--- src/shared/trip_pkg.sv ---
// Constants, register map and types of the phase-selective trip logic
package trip_pkg;

   // ****************************************************************
   // Timing
   // ****************************************************************
   localparam int CLK_PERIOD_NS = 40;
   localparam int MS_NS = 1_000_000;
   localparam int TICK_CYCLES = (MS_NS + CLK_PERIOD_NS - 1) / CLK_PERIOD_NS;
   localparam int MS_W = 16;

   // ****************************************************************
   // Setting ranges in milliseconds
   // ****************************************************************
   localparam logic [15:0] SET_MIN_MS = 16'h0032;
   localparam logic [15:0] SET_MAX_MS = 16'hEA60;
   localparam logic [15:0] PULSE_RST_MS = 16'h0096;
   localparam logic [15:0] EVOLVE_RST_MS = 16'h03E8;
   localparam logic [15:0] ONE_MS = 16'h0001;

   // ****************************************************************
   // Operating modes
   // ****************************************************************
   typedef enum logic [1:0] {
      MODE_OFF = 2'h0,
      MODE_THREE = 2'h1,
      MODE_SELECT = 2'h2
   } mode_t;

   // ****************************************************************
   // Register map (byte addresses)
   // ****************************************************************
   localparam int ADDR_W = 12;
   localparam logic [11:0] CTRL_OFS = 12'h000;
   localparam logic [11:0] PULSE_OFS = 12'h004;
   localparam logic [11:0] EVOLVE_OFS = 12'h008;
   localparam logic [11:0] STATUS_OFS = 12'h00C;
   localparam logic [11:0] EVENT_OFS = 12'h010;

   // ****************************************************************
   // Field positions
   // ****************************************************************
   localparam int CTRL_CLR_BIT = 8;
   localparam int ST_PULSE_BIT = 5;
   localparam int ST_EVOLVE_BIT = 6;
   localparam int ST_SUPP_BIT = 7;
   localparam int EV_ON_LSB = 0;
   localparam int EV_OFF_LSB = 4;
   localparam int EV_N = 4;

   // ****************************************************************
   // Request input indices
   // ****************************************************************
   localparam int REQ_A = 0;
   localparam int REQ_B = 1;
   localparam int REQ_C = 2;
   localparam int REQ_SINGLE = 3;
   localparam int REQ_THREE = 4;
   localparam int REQ_FORCE = 5;
   localparam int REQ_SUPP = 6;
   localparam int REQ_N = 7;

endpackage : trip_pkg

--- src/hdl/trip_logic.sv ---
// Phase-selective trip decision logic with APB settings and event registers
//
// Behaviour
// - The mode is off, three-phase only, or single/three-phase, and is off after reset.
// - A minimum pulse setting of 50 to 60000 ms in 1 ms steps resets to 150 ms.
// - Trip outputs set when a trip starts stay on for at least the minimum pulse time, unless suppress, a clear or mode off ends it.
// - An evolving-fault wait setting of 50 to 60000 ms in 1 ms steps resets to 1000 ms.
// - Any request while the evolving-fault wait runs after a trip trips all three phases.
// - Requests on two phases at once also trip the third phase.
// - While the force input is high a single-phase fault trips all three phases.
// - While the suppress input is high every trip output is off.
// - In single/three-phase mode a request on one phase alone trips only that phase.
// - The general trip is on whenever any phase trip is on.
// - Outputs are one trip per phase, a three-pole trip and a general trip.
// - Each phase trip and the general trip report an on and an off event.
//
// Design decisions made here: the placing of the registers and the APB register port.
`timescale 1ns/100ps
`default_nettype none
module trip_logic #(
   parameter int TICK_CYCLES = trip_pkg::TICK_CYCLES,
   parameter int MS_W = trip_pkg::MS_W
) (
   input wire logic pclk,
   input wire logic presetn,
   input wire logic psel,
   input wire logic penable,
   input wire logic pwrite,
   input wire logic [trip_pkg::ADDR_W-1:0] paddr,
   input wire logic [31:0] pwdata,
   output logic [31:0] prdata,
   output logic pready,
   output logic pslverr,
   input wire logic trip_suppress_in,
   input wire logic single_pole_request_in,
   input wire logic three_pole_request_in,
   input wire logic phase_a_request_in,
   input wire logic phase_b_request_in,
   input wire logic phase_c_request_in,
   input wire logic force_three_pole_in,
   output logic phase_a_trip_out,
   output logic phase_b_trip_out,
   output logic phase_c_trip_out,
   output logic general_trip_out,
   output logic three_pole_trip_out
);

   // ****************************************************************
   // Parameter checks
   // ****************************************************************
   if (TICK_CYCLES < 2)
   begin : g_bad_tick
      $error("trip_logic: TICK_CYCLES must be at least 2");
   end
   if (MS_W < 16)
   begin : g_bad_ms
      $error("trip_logic: MS_W must hold 60000");
   end

   localparam int TICK_W = $clog2(TICK_CYCLES);
   localparam logic [TICK_W-1:0] TICK_LAST = TICK_W'(TICK_CYCLES - 1);

   // ****************************************************************
   // Functions
   // ****************************************************************
   function automatic logic two_or_more(input logic [2:0] ph);
      two_or_more = (ph[0] & ph[1]) | (ph[1] & ph[2]) | (ph[0] & ph[2]);
   endfunction : two_or_more

   function automatic logic in_range(input logic [15:0] ms);
      in_range = (ms >= trip_pkg::SET_MIN_MS) && (ms <= trip_pkg::SET_MAX_MS);
   endfunction : in_range

   // ****************************************************************
   // Input synchronisers
   // ****************************************************************
   logic [trip_pkg::REQ_N-1:0] raw_in;
   logic [trip_pkg::REQ_N-1:0] sync1_r;
   logic [trip_pkg::REQ_N-1:0] sync2_r;
   logic [trip_pkg::REQ_N-1:0] sync3_r;
   logic [trip_pkg::REQ_N-1:0] filt_r;

   assign raw_in[trip_pkg::REQ_A] = phase_a_request_in;
   assign raw_in[trip_pkg::REQ_B] = phase_b_request_in;
   assign raw_in[trip_pkg::REQ_C] = phase_c_request_in;
   assign raw_in[trip_pkg::REQ_SINGLE] = single_pole_request_in;
   assign raw_in[trip_pkg::REQ_THREE] = three_pole_request_in;
   assign raw_in[trip_pkg::REQ_FORCE] = force_three_pole_in;
   assign raw_in[trip_pkg::REQ_SUPP] = trip_suppress_in;

   always_ff @(posedge pclk or negedge presetn)
   begin
      if (!presetn)
      begin
         sync1_r <= '0;
         sync2_r <= '0;
         sync3_r <= '0;
         filt_r <= '0;
      end
      else
      begin
         sync1_r <= raw_in;
         sync2_r <= sync1_r;
         sync3_r <= sync2_r;
         filt_r <= (sync2_r & sync3_r) | (filt_r & (sync2_r ^ sync3_r));
      end
   end

   // ****************************************************************
   // Millisecond tick
   // ****************************************************************
   logic [TICK_W-1:0] tick_cnt_r;
   logic tick_r;

   always_ff @(posedge pclk or negedge presetn)
   begin
      if (!presetn)
      begin
         tick_cnt_r <= '0;
         tick_r <= 1'b0;
      end
      else
      begin
         tick_r <= (tick_cnt_r == TICK_LAST);
         tick_cnt_r <= (tick_cnt_r == TICK_LAST) ? '0 : tick_cnt_r + TICK_W'(1);
      end
   end

   // ****************************************************************
   // APB access
   // ****************************************************************
   trip_pkg::mode_t mode_r;
   logic [15:0] pulse_ms_r;
   logic [15:0] evolve_ms_r;
   logic [2*trip_pkg::EV_N-1:0] event_r;
   logic clr_r;
   logic pready_r;
   logic pslverr_r;
   logic [31:0] prdata_r;
   logic setup;
   logic wr;
   logic mapped;
   logic [31:0] status_word;
   logic pulse_run;
   logic evolve_run;

   assign setup = psel & ~penable;
   assign wr = psel & penable & pready_r & pwrite;
   assign mapped = (paddr == trip_pkg::CTRL_OFS) || (paddr == trip_pkg::PULSE_OFS) ||
                   (paddr == trip_pkg::EVOLVE_OFS) || (paddr == trip_pkg::STATUS_OFS) ||
                   (paddr == trip_pkg::EVENT_OFS);

   always_ff @(posedge pclk or negedge presetn)
   begin
      if (!presetn)
      begin
         pready_r <= 1'b0;
         pslverr_r <= 1'b0;
      end
      else
      begin
         pready_r <= setup;
         pslverr_r <= setup & ~mapped;
      end
   end

   always_ff @(posedge pclk or negedge presetn)
   begin
      if (!presetn)
      begin
         prdata_r <= 32'h0000_0000;
      end
      else if (setup && !pwrite)
      begin
         unique case (paddr)
            trip_pkg::CTRL_OFS: prdata_r <= {30'h0000_0000, mode_r};
            trip_pkg::PULSE_OFS: prdata_r <= {16'h0000, pulse_ms_r};
            trip_pkg::EVOLVE_OFS: prdata_r <= {16'h0000, evolve_ms_r};
            trip_pkg::STATUS_OFS: prdata_r <= status_word;
            trip_pkg::EVENT_OFS: prdata_r <= {24'h00_0000, event_r};
            default: prdata_r <= 32'h0000_0000;
         endcase
      end
   end

   // ****************************************************************
   // Settings
   // ****************************************************************
   always_ff @(posedge pclk or negedge presetn)
   begin
      if (!presetn)
      begin
         mode_r <= trip_pkg::MODE_OFF;
      end
      else if (wr && (paddr == trip_pkg::CTRL_OFS) &&
               (pwdata[1:0] != 2'h3))
      begin
         mode_r <= trip_pkg::mode_t'(pwdata[1:0]);
      end
   end

   always_ff @(posedge pclk or negedge presetn)
   begin
      if (!presetn)
      begin
         pulse_ms_r <= trip_pkg::PULSE_RST_MS;
         evolve_ms_r <= trip_pkg::EVOLVE_RST_MS;
      end
      else if (wr)
      begin
         if ((paddr == trip_pkg::PULSE_OFS) && in_range(pwdata[15:0]))
         begin
            pulse_ms_r <= pwdata[15:0];
         end
         if ((paddr == trip_pkg::EVOLVE_OFS) && in_range(pwdata[15:0]))
         begin
            evolve_ms_r <= pwdata[15:0];
         end
      end
   end

   always_ff @(posedge pclk or negedge presetn)
   begin
      if (!presetn)
      begin
         clr_r <= 1'b0;
      end
      else
      begin
         clr_r <= wr && (paddr == trip_pkg::CTRL_OFS) && pwdata[trip_pkg::CTRL_CLR_BIT];
      end
   end

   // ****************************************************************
   // Trip decision
   // ****************************************************************
   logic [2:0] req_ph;
   logic req_any;
   logic enabled;
   logic widen;
   logic new_phase;
   logic [2:0] cand;
   logic active_r;
   logic active_nxt;
   logic [2:0] latch_r;
   logic [2:0] latch_nxt;
   logic three_r;
   logic gen_r;
   logic three_nxt;
   logic gen_nxt;
   logic pulse_load;
   logic evolve_load;

   assign req_ph = {filt_r[trip_pkg::REQ_C], filt_r[trip_pkg::REQ_B],
                    filt_r[trip_pkg::REQ_A]};
   assign req_any = (|req_ph) | filt_r[trip_pkg::REQ_SINGLE] |
                    filt_r[trip_pkg::REQ_THREE];
   assign enabled = (mode_r != trip_pkg::MODE_OFF) && !filt_r[trip_pkg::REQ_SUPP]
                    && !clr_r;
   assign new_phase = active_r && (|(req_ph & ~latch_r));

   always_comb
   begin
      widen = filt_r[trip_pkg::REQ_THREE]
              | filt_r[trip_pkg::REQ_FORCE]
              | two_or_more(req_ph)
              | (filt_r[trip_pkg::REQ_SINGLE] && (req_ph == 3'b000))
              | evolve_run
              | new_phase;
      if (!req_any)
      begin
         cand = 3'b000;
      end
      else if (mode_r == trip_pkg::MODE_THREE)
      begin
         cand = 3'b111;
      end
      else if (widen)
      begin
         cand = 3'b111;
      end
      else
      begin
         cand = req_ph;
      end
   end

   assign active_nxt = enabled && (req_any || (active_r && pulse_run));
   assign latch_nxt = active_nxt ? (latch_r | cand) : 3'b000;
   assign three_nxt = &latch_nxt;
   assign gen_nxt = |latch_nxt;
   assign pulse_load = enabled && req_any && !active_r;
   assign evolve_load = enabled && active_r && !active_nxt;

   always_ff @(posedge pclk or negedge presetn)
   begin
      if (!presetn)
      begin
         active_r <= 1'b0;
         latch_r <= 3'b000;
         three_r <= 1'b0;
         gen_r <= 1'b0;
      end
      else
      begin
         active_r <= active_nxt;
         latch_r <= latch_nxt;
         three_r <= three_nxt;
         gen_r <= gen_nxt;
      end
   end

   assign phase_a_trip_out = latch_r[0];
   assign phase_b_trip_out = latch_r[1];
   assign phase_c_trip_out = latch_r[2];
   assign three_pole_trip_out = three_r;
   assign general_trip_out = gen_r;

   // ****************************************************************
   // Timers
   // ****************************************************************
   ms_timer #(
      .CNT_W(MS_W)
   ) u_pulse_timer (
      .pclk(pclk),
      .presetn(presetn),
      .clr(clr_r),
      .load(pulse_load),
      .load_val(MS_W'(pulse_ms_r + trip_pkg::ONE_MS)),
      .tick(tick_r),
      .running(pulse_run)
   );

   ms_timer #(
      .CNT_W(MS_W)
   ) u_evolve_timer (
      .pclk(pclk),
      .presetn(presetn),
      .clr(clr_r || (mode_r == trip_pkg::MODE_OFF)),
      .load(evolve_load),
      .load_val(MS_W'(evolve_ms_r + trip_pkg::ONE_MS)),
      .tick(tick_r),
      .running(evolve_run)
   );

   // ****************************************************************
   // Events and status
   // ****************************************************************
   logic [trip_pkg::EV_N-1:0] out_now;
   logic [trip_pkg::EV_N-1:0] out_nxt;
   logic [2*trip_pkg::EV_N-1:0] ev_set;
   logic [2*trip_pkg::EV_N-1:0] ev_clr;

   assign out_now = {gen_r, latch_r};
   assign out_nxt = {gen_nxt, latch_nxt};
   assign ev_set = {out_now & ~out_nxt, out_nxt & ~out_now};
   assign ev_clr = (wr && (paddr == trip_pkg::EVENT_OFS)) ?
                   pwdata[2*trip_pkg::EV_N-1:0] : '0;

   always_ff @(posedge pclk or negedge presetn)
   begin
      if (!presetn)
      begin
         event_r <= '0;
      end
      else
      begin
         event_r <= (event_r & ~ev_clr) | ev_set;
      end
   end

   always_comb
   begin
      status_word = 32'h0000_0000;
      status_word[2:0] = latch_r;
      status_word[3] = three_r;
      status_word[4] = gen_r;
      status_word[trip_pkg::ST_PULSE_BIT] = pulse_run;
      status_word[trip_pkg::ST_EVOLVE_BIT] = evolve_run;
      status_word[trip_pkg::ST_SUPP_BIT] = filt_r[trip_pkg::REQ_SUPP];
   end

   assign prdata = prdata_r;
   assign pready = pready_r;
   assign pslverr = pslverr_r;

endmodule : trip_logic
`default_nettype wire

--- src/hdl/ms_timer.sv ---
// Millisecond down-counter used for pulse and evolving-fault timing
`timescale 1ns/100ps
`default_nettype none
module ms_timer #(
   parameter int CNT_W = 16
) (
   input wire logic pclk,
   input wire logic presetn,
   input wire logic clr,
   input wire logic load,
   input wire logic [CNT_W-1:0] load_val,
   input wire logic tick,
   output logic running
);

   // ****************************************************************
   // Parameter check
   // ****************************************************************
   if (CNT_W < 2)
   begin : g_bad_width
      $error("ms_timer: CNT_W too small");
   end

   // ****************************************************************
   // Counter
   // ****************************************************************
   logic [CNT_W-1:0] count_r;

   always_ff @(posedge pclk or negedge presetn)
   begin
      if (!presetn)
      begin
         count_r <= '0;
      end
      else if (clr)
      begin
         count_r <= '0;
      end
      else if (load)
      begin
         count_r <= load_val;
      end
      else if (tick && (count_r != '0))
      begin
         count_r <= count_r - {{(CNT_W-1){1'b0}}, 1'b1};
      end
   end

   assign running = (count_r != '0);

endmodule : ms_timer
`default_nettype wire

--- config.mk ---
export PLATFORM = sky130hd
export DESIGN_NAME = trip_logic
export DESIGN_NICKNAME = d
export VERILOG_FILES = /design/src/shared/trip_pkg.sv /design/src/hdl/trip_logic.sv /design/src/hdl/ms_timer.sv
export SDC_FILE = /design/constraint.sdc
export NUM_CORES = 1
export LEC_CHECK = 0
export ABC_AREA = 1
export BUFFER_PORTS_ARGS = -buffer_cell sky130_fd_sc_hd__buf_2
export CAP_MARGIN = 20
export CORE_MARGIN = 2
export CORE_UTILIZATION = 45
export DETAILED_ROUTE_END_ITERATION = 16
export GPL_TIMING_DRIVEN = 1
export SYNTH_ARGS = -nofsm -noshare
export SYNTH_HDL_FRONTEND = slang
export SYNTH_SLANG_ARGS = --single-unit
--- constraint.sdc ---
create_clock -name pclk -period 2.56 [get_ports pclk]
set_clock_uncertainty 0.1 [all_clocks]
set_input_delay 0.512 -clock pclk [delete_from_list [all_inputs] [get_ports pclk]]
set_output_delay 0.512 -clock pclk [all_outputs]
set_load 0.01 [all_outputs]
==> impl_metrics.json <==
{
  "gp_congestion": 0.9068,
  "clock-sinks": 143,
  "leakagePower_nw": 4.500,
  "portBuffers": 62,
  "drtIter0Drc": 547,
  "fillerInstances": 1666,
  "die-area_mm2": 0.01898,
  "worstSetupEndpointType": "flop",
  "fin_area_mm2": 0.009244,
  "diodes": 0,
  "finalHoldViolCount": 0,
  "die_h_um": 137.8,
  "grt_pass1_wl_um": 34800,
  "drive_gt1_share_pct": 16.17,
  "cpPeakStageDelay_ns": 0.45,
  "worstPathRequired_ns": 2.75,
  "fin_crit_sh_pct": 88.56,
  "ys_types": 47,
  "core_mm2": 0.01742,
  "synth.most_common_cell": "nand2_1",
  "dp_slack_ns": 0.2787,
  "relSlewSlack_pct": 60.16,
  "yosys-top-cells-area": "dfrtp_1, nand2_1, inv_1, nand3_1, nand4_1",
  "drv_cap": 0,
  "fin_ws_ns": 0.2928,
  "synth_top_cell_by_area": "dfrtp_1",
  "netlist_top_cells_count": "nand2_1, dfrtp_1, inv_1",
  "ir_drop_uv": 463.2,
  "synth-seq-cells": 143,
  "insertion_delay_ns": 0.43,
  "finalCriticalPeriod_ns": 2.267,
  "rsz0062_at_grt": "no",
  "start_kind": "flop",
  "worstPathArrival_ns": 2.46,
  "synth_top_area_share_pct": 41.33,
  "cp_max_fo": 4,
  "nets": 1168,
  "num_rows": 48,
  "synth_edf_count": 0,
  "drc": 0,
  "synth_top_flop_cell": "dfrtp_1",
  "start_util_pct": 46.24,
  "yosysSeqAreaShare_pct": 44.59,
  "antenna_left": 0,
  "grt_max_degree": 61,
  "max_freq_mhz": 441.1,
  "syn_inst": 1024,
  "syn_area_per_cell_um2": 7.864,
  "utilization_pct": 53.07,
  "vias": 7064,
  "die_x_um": 137.8,
  "track_usage_pct": 23.80,
  "critPathMostFrequentCell": "nand2_1",
  "slowest_stage": "o31ai_1",
  "ios": 95,
  "cts_resized": 0,
  "status": "finished clean",
  "fin_total_pwr_w": 0.006702,
  "cts_root_buf": "clkbuf_16",
  "area_delta_synth_final_pct": 14.79,
  "antenna_found_initial": 0,
  "post_cts_buffers": 0,
  "cts.clk_slew.worst_paths_ns": 0.07,
  "synthArstFlopShare_pct": 100.0,
  "dpl.hpwl_um": 15740,
  "setup_viol": 0,
  "firstDrtPassIters": 5,
  "synth_area_mm2": 0.008053,
  "critPathKind": "reg -> reg",
  "wl_per_cell_um": 15.87,
  "grt_pass1_vias": 6595,
  "clk_path_buf_depth": 2,
  "viasPerCell": 5.280,
  "hold_class": "in -> reg",
  "slew_violations": 0,
  "numCtsBuffers": 17,
  "htree_levels": 4,
  "overflow": 0,
  "max_slew.worst_pin.slew_ns": 0.5976,
  "yosysWarnings": 0,
  "placed_cell_area_mm2": 0.008623,
  "routed_wl_um": 21230,
  "powerDensity_mw_per_mm2": 725.1,
  "crit_chain": "inv_1 > ha_1 > nand2_1 > nor2_2 > nand2_1 > nor2_4 > buf_4 > o22ai_1 > o31ai_1 > nand2_1",
  "fin_setup_tns_ns": 0,
  "cts_tree": "yes"
}
-- through the flow --
step | cells | hold WS (ns)
2_1_floorplan | 1039 | 0.1164
3_5_place_dp | 1305 | 0.2379
4_1_cts | 1338 | 0.06287
6_report | 1338 | 0.07966
3_3_place_gp | 1305 | 0.2321
5_1_grt | 1338 | 0.05378
-- layout by cell type (no fill, tap or decap), types with 28 or more instances in the layout --
cell type,Yosys,routed
buf_2,11,61
dfrtp_1,133,133
inv_1,117,117
nand2_1,237,237
nand3_1,80,80
nand4_1,49,49
nor2_1,73,73
nor3_1,28,28
o21ai_0,41,41
o21ai_1,39,39
-- cell type report --
| cell class | instances | area, um2 | area share, % |
|---|---|---|---|
| multi-input combinational | 722 | 3770 | 40.78 |
| clock buffer | 17 | 425.4 | 4.602 |
| inverter | 133 | 501.7 | 5.428 |
| timing repair buffer | 83 | 489.2 | 5.292 |
| sequential | 143 | 3591 | 38.85 |
| clock inverter | 15 | 185.2 | 2.003 |
| tap | 225 | 281.5 | 3.045 |
-- routing by layer --
| metal | wire [um] | track usage, % |
|---|---|---|
| met5 | 0 | 0 |
| met3 | 997 | 4.341 |
| met4 | 260 | 5.782 |
| met1 | 10670 | 36.12 |
| met2 | 9298 | 35.10 |
-- flip-flops by register name, summed over array words and instances, names as in the netlist, 2 cells and up --
name                    cells
sync2_r                     7
sync3_r                     7
event_r                     8
tick_cnt_r                 15
sync1_r                     7
mode_r                      2
u_pulse_timer.count_r      16
u_evolve_timer.count_r     16
prdata                     16
evolve_ms_r                16
latch_r                     3
filt_r                      7
pulse_ms_r                 16
-- power by group --
part	internal (W)	switching, W	leakage [nW]
clock network	0.00141	0.00116	0.295
logic	0.000570	0.000948	2.42
registers	0.00245	0.000155	1.78
total	0.00444	0.00227	4.50
-- kinds of logic (layout without fill, tap and decap cells) --
family	Yosys count	after routing	share of synthesized area (%)
other	1	16	0.04657
flip-flops	143	143	44.59
buffers and inverters	174	248	9.292
adder cells (fa/ha/maj)	12	12	1.864
AO/OA/AOI/OAI	142	142	10.30
XOR/XNOR	30	30	3.263
AND/OR/NAND/NOR	522	522	30.64
-- worst paths after layout --
kind | start | end | slack (ns) | cells after the start
max in group asynchronous | presetn | evolve_ms_r[8]$_DFFE_PN1P_ | 1.07 | 3
min | phase_a_request_in | sync1_r[0]$_DFF_PN0_ | 0.08 | 1
max reg2reg | u_evolve_timer.count_r[0]$_DFFE_PN0P_ | prdata[6]$_DFFE_PN0P_ | 0.29 | 10
min in group asynchronous | presetn | sync2_r[4]$_DFF_PN0_ | 0.52 | 2
max | u_evolve_timer.count_r[0]$_DFFE_PN0P_ | prdata[6]$_DFFE_PN0P_ | 0.29 | 10
min reg2reg | sync1_r[3]$_DFF_PN0_ | sync2_r[3]$_DFF_PN0_ | 0.25 | 0
-- critical path: cells and delay by family, from the launching register on --
| kind | cells | cell delay, ns |
|---|---|---|
| flip-flops | 1 | 0.37 |
| buffers and inverters | 2 | 0.28 |
| AND/OR/NAND/NOR | 5 | 0.66 |
| AO/OA/AOI/OAI | 2 | 0.52 |
| adder cells (fa/ha/maj) | 1 | 0.19 |
-- what timing repair did --
| item | CTS | global route |
|---|---|---|
| hold buffers | 1 | 0 |
| endpoints found under the hold margin | 49 | 0 |
| setup endpoints to repair | 0 | 0 |
No activity file was read; power rests on OpenSTA's default activity.
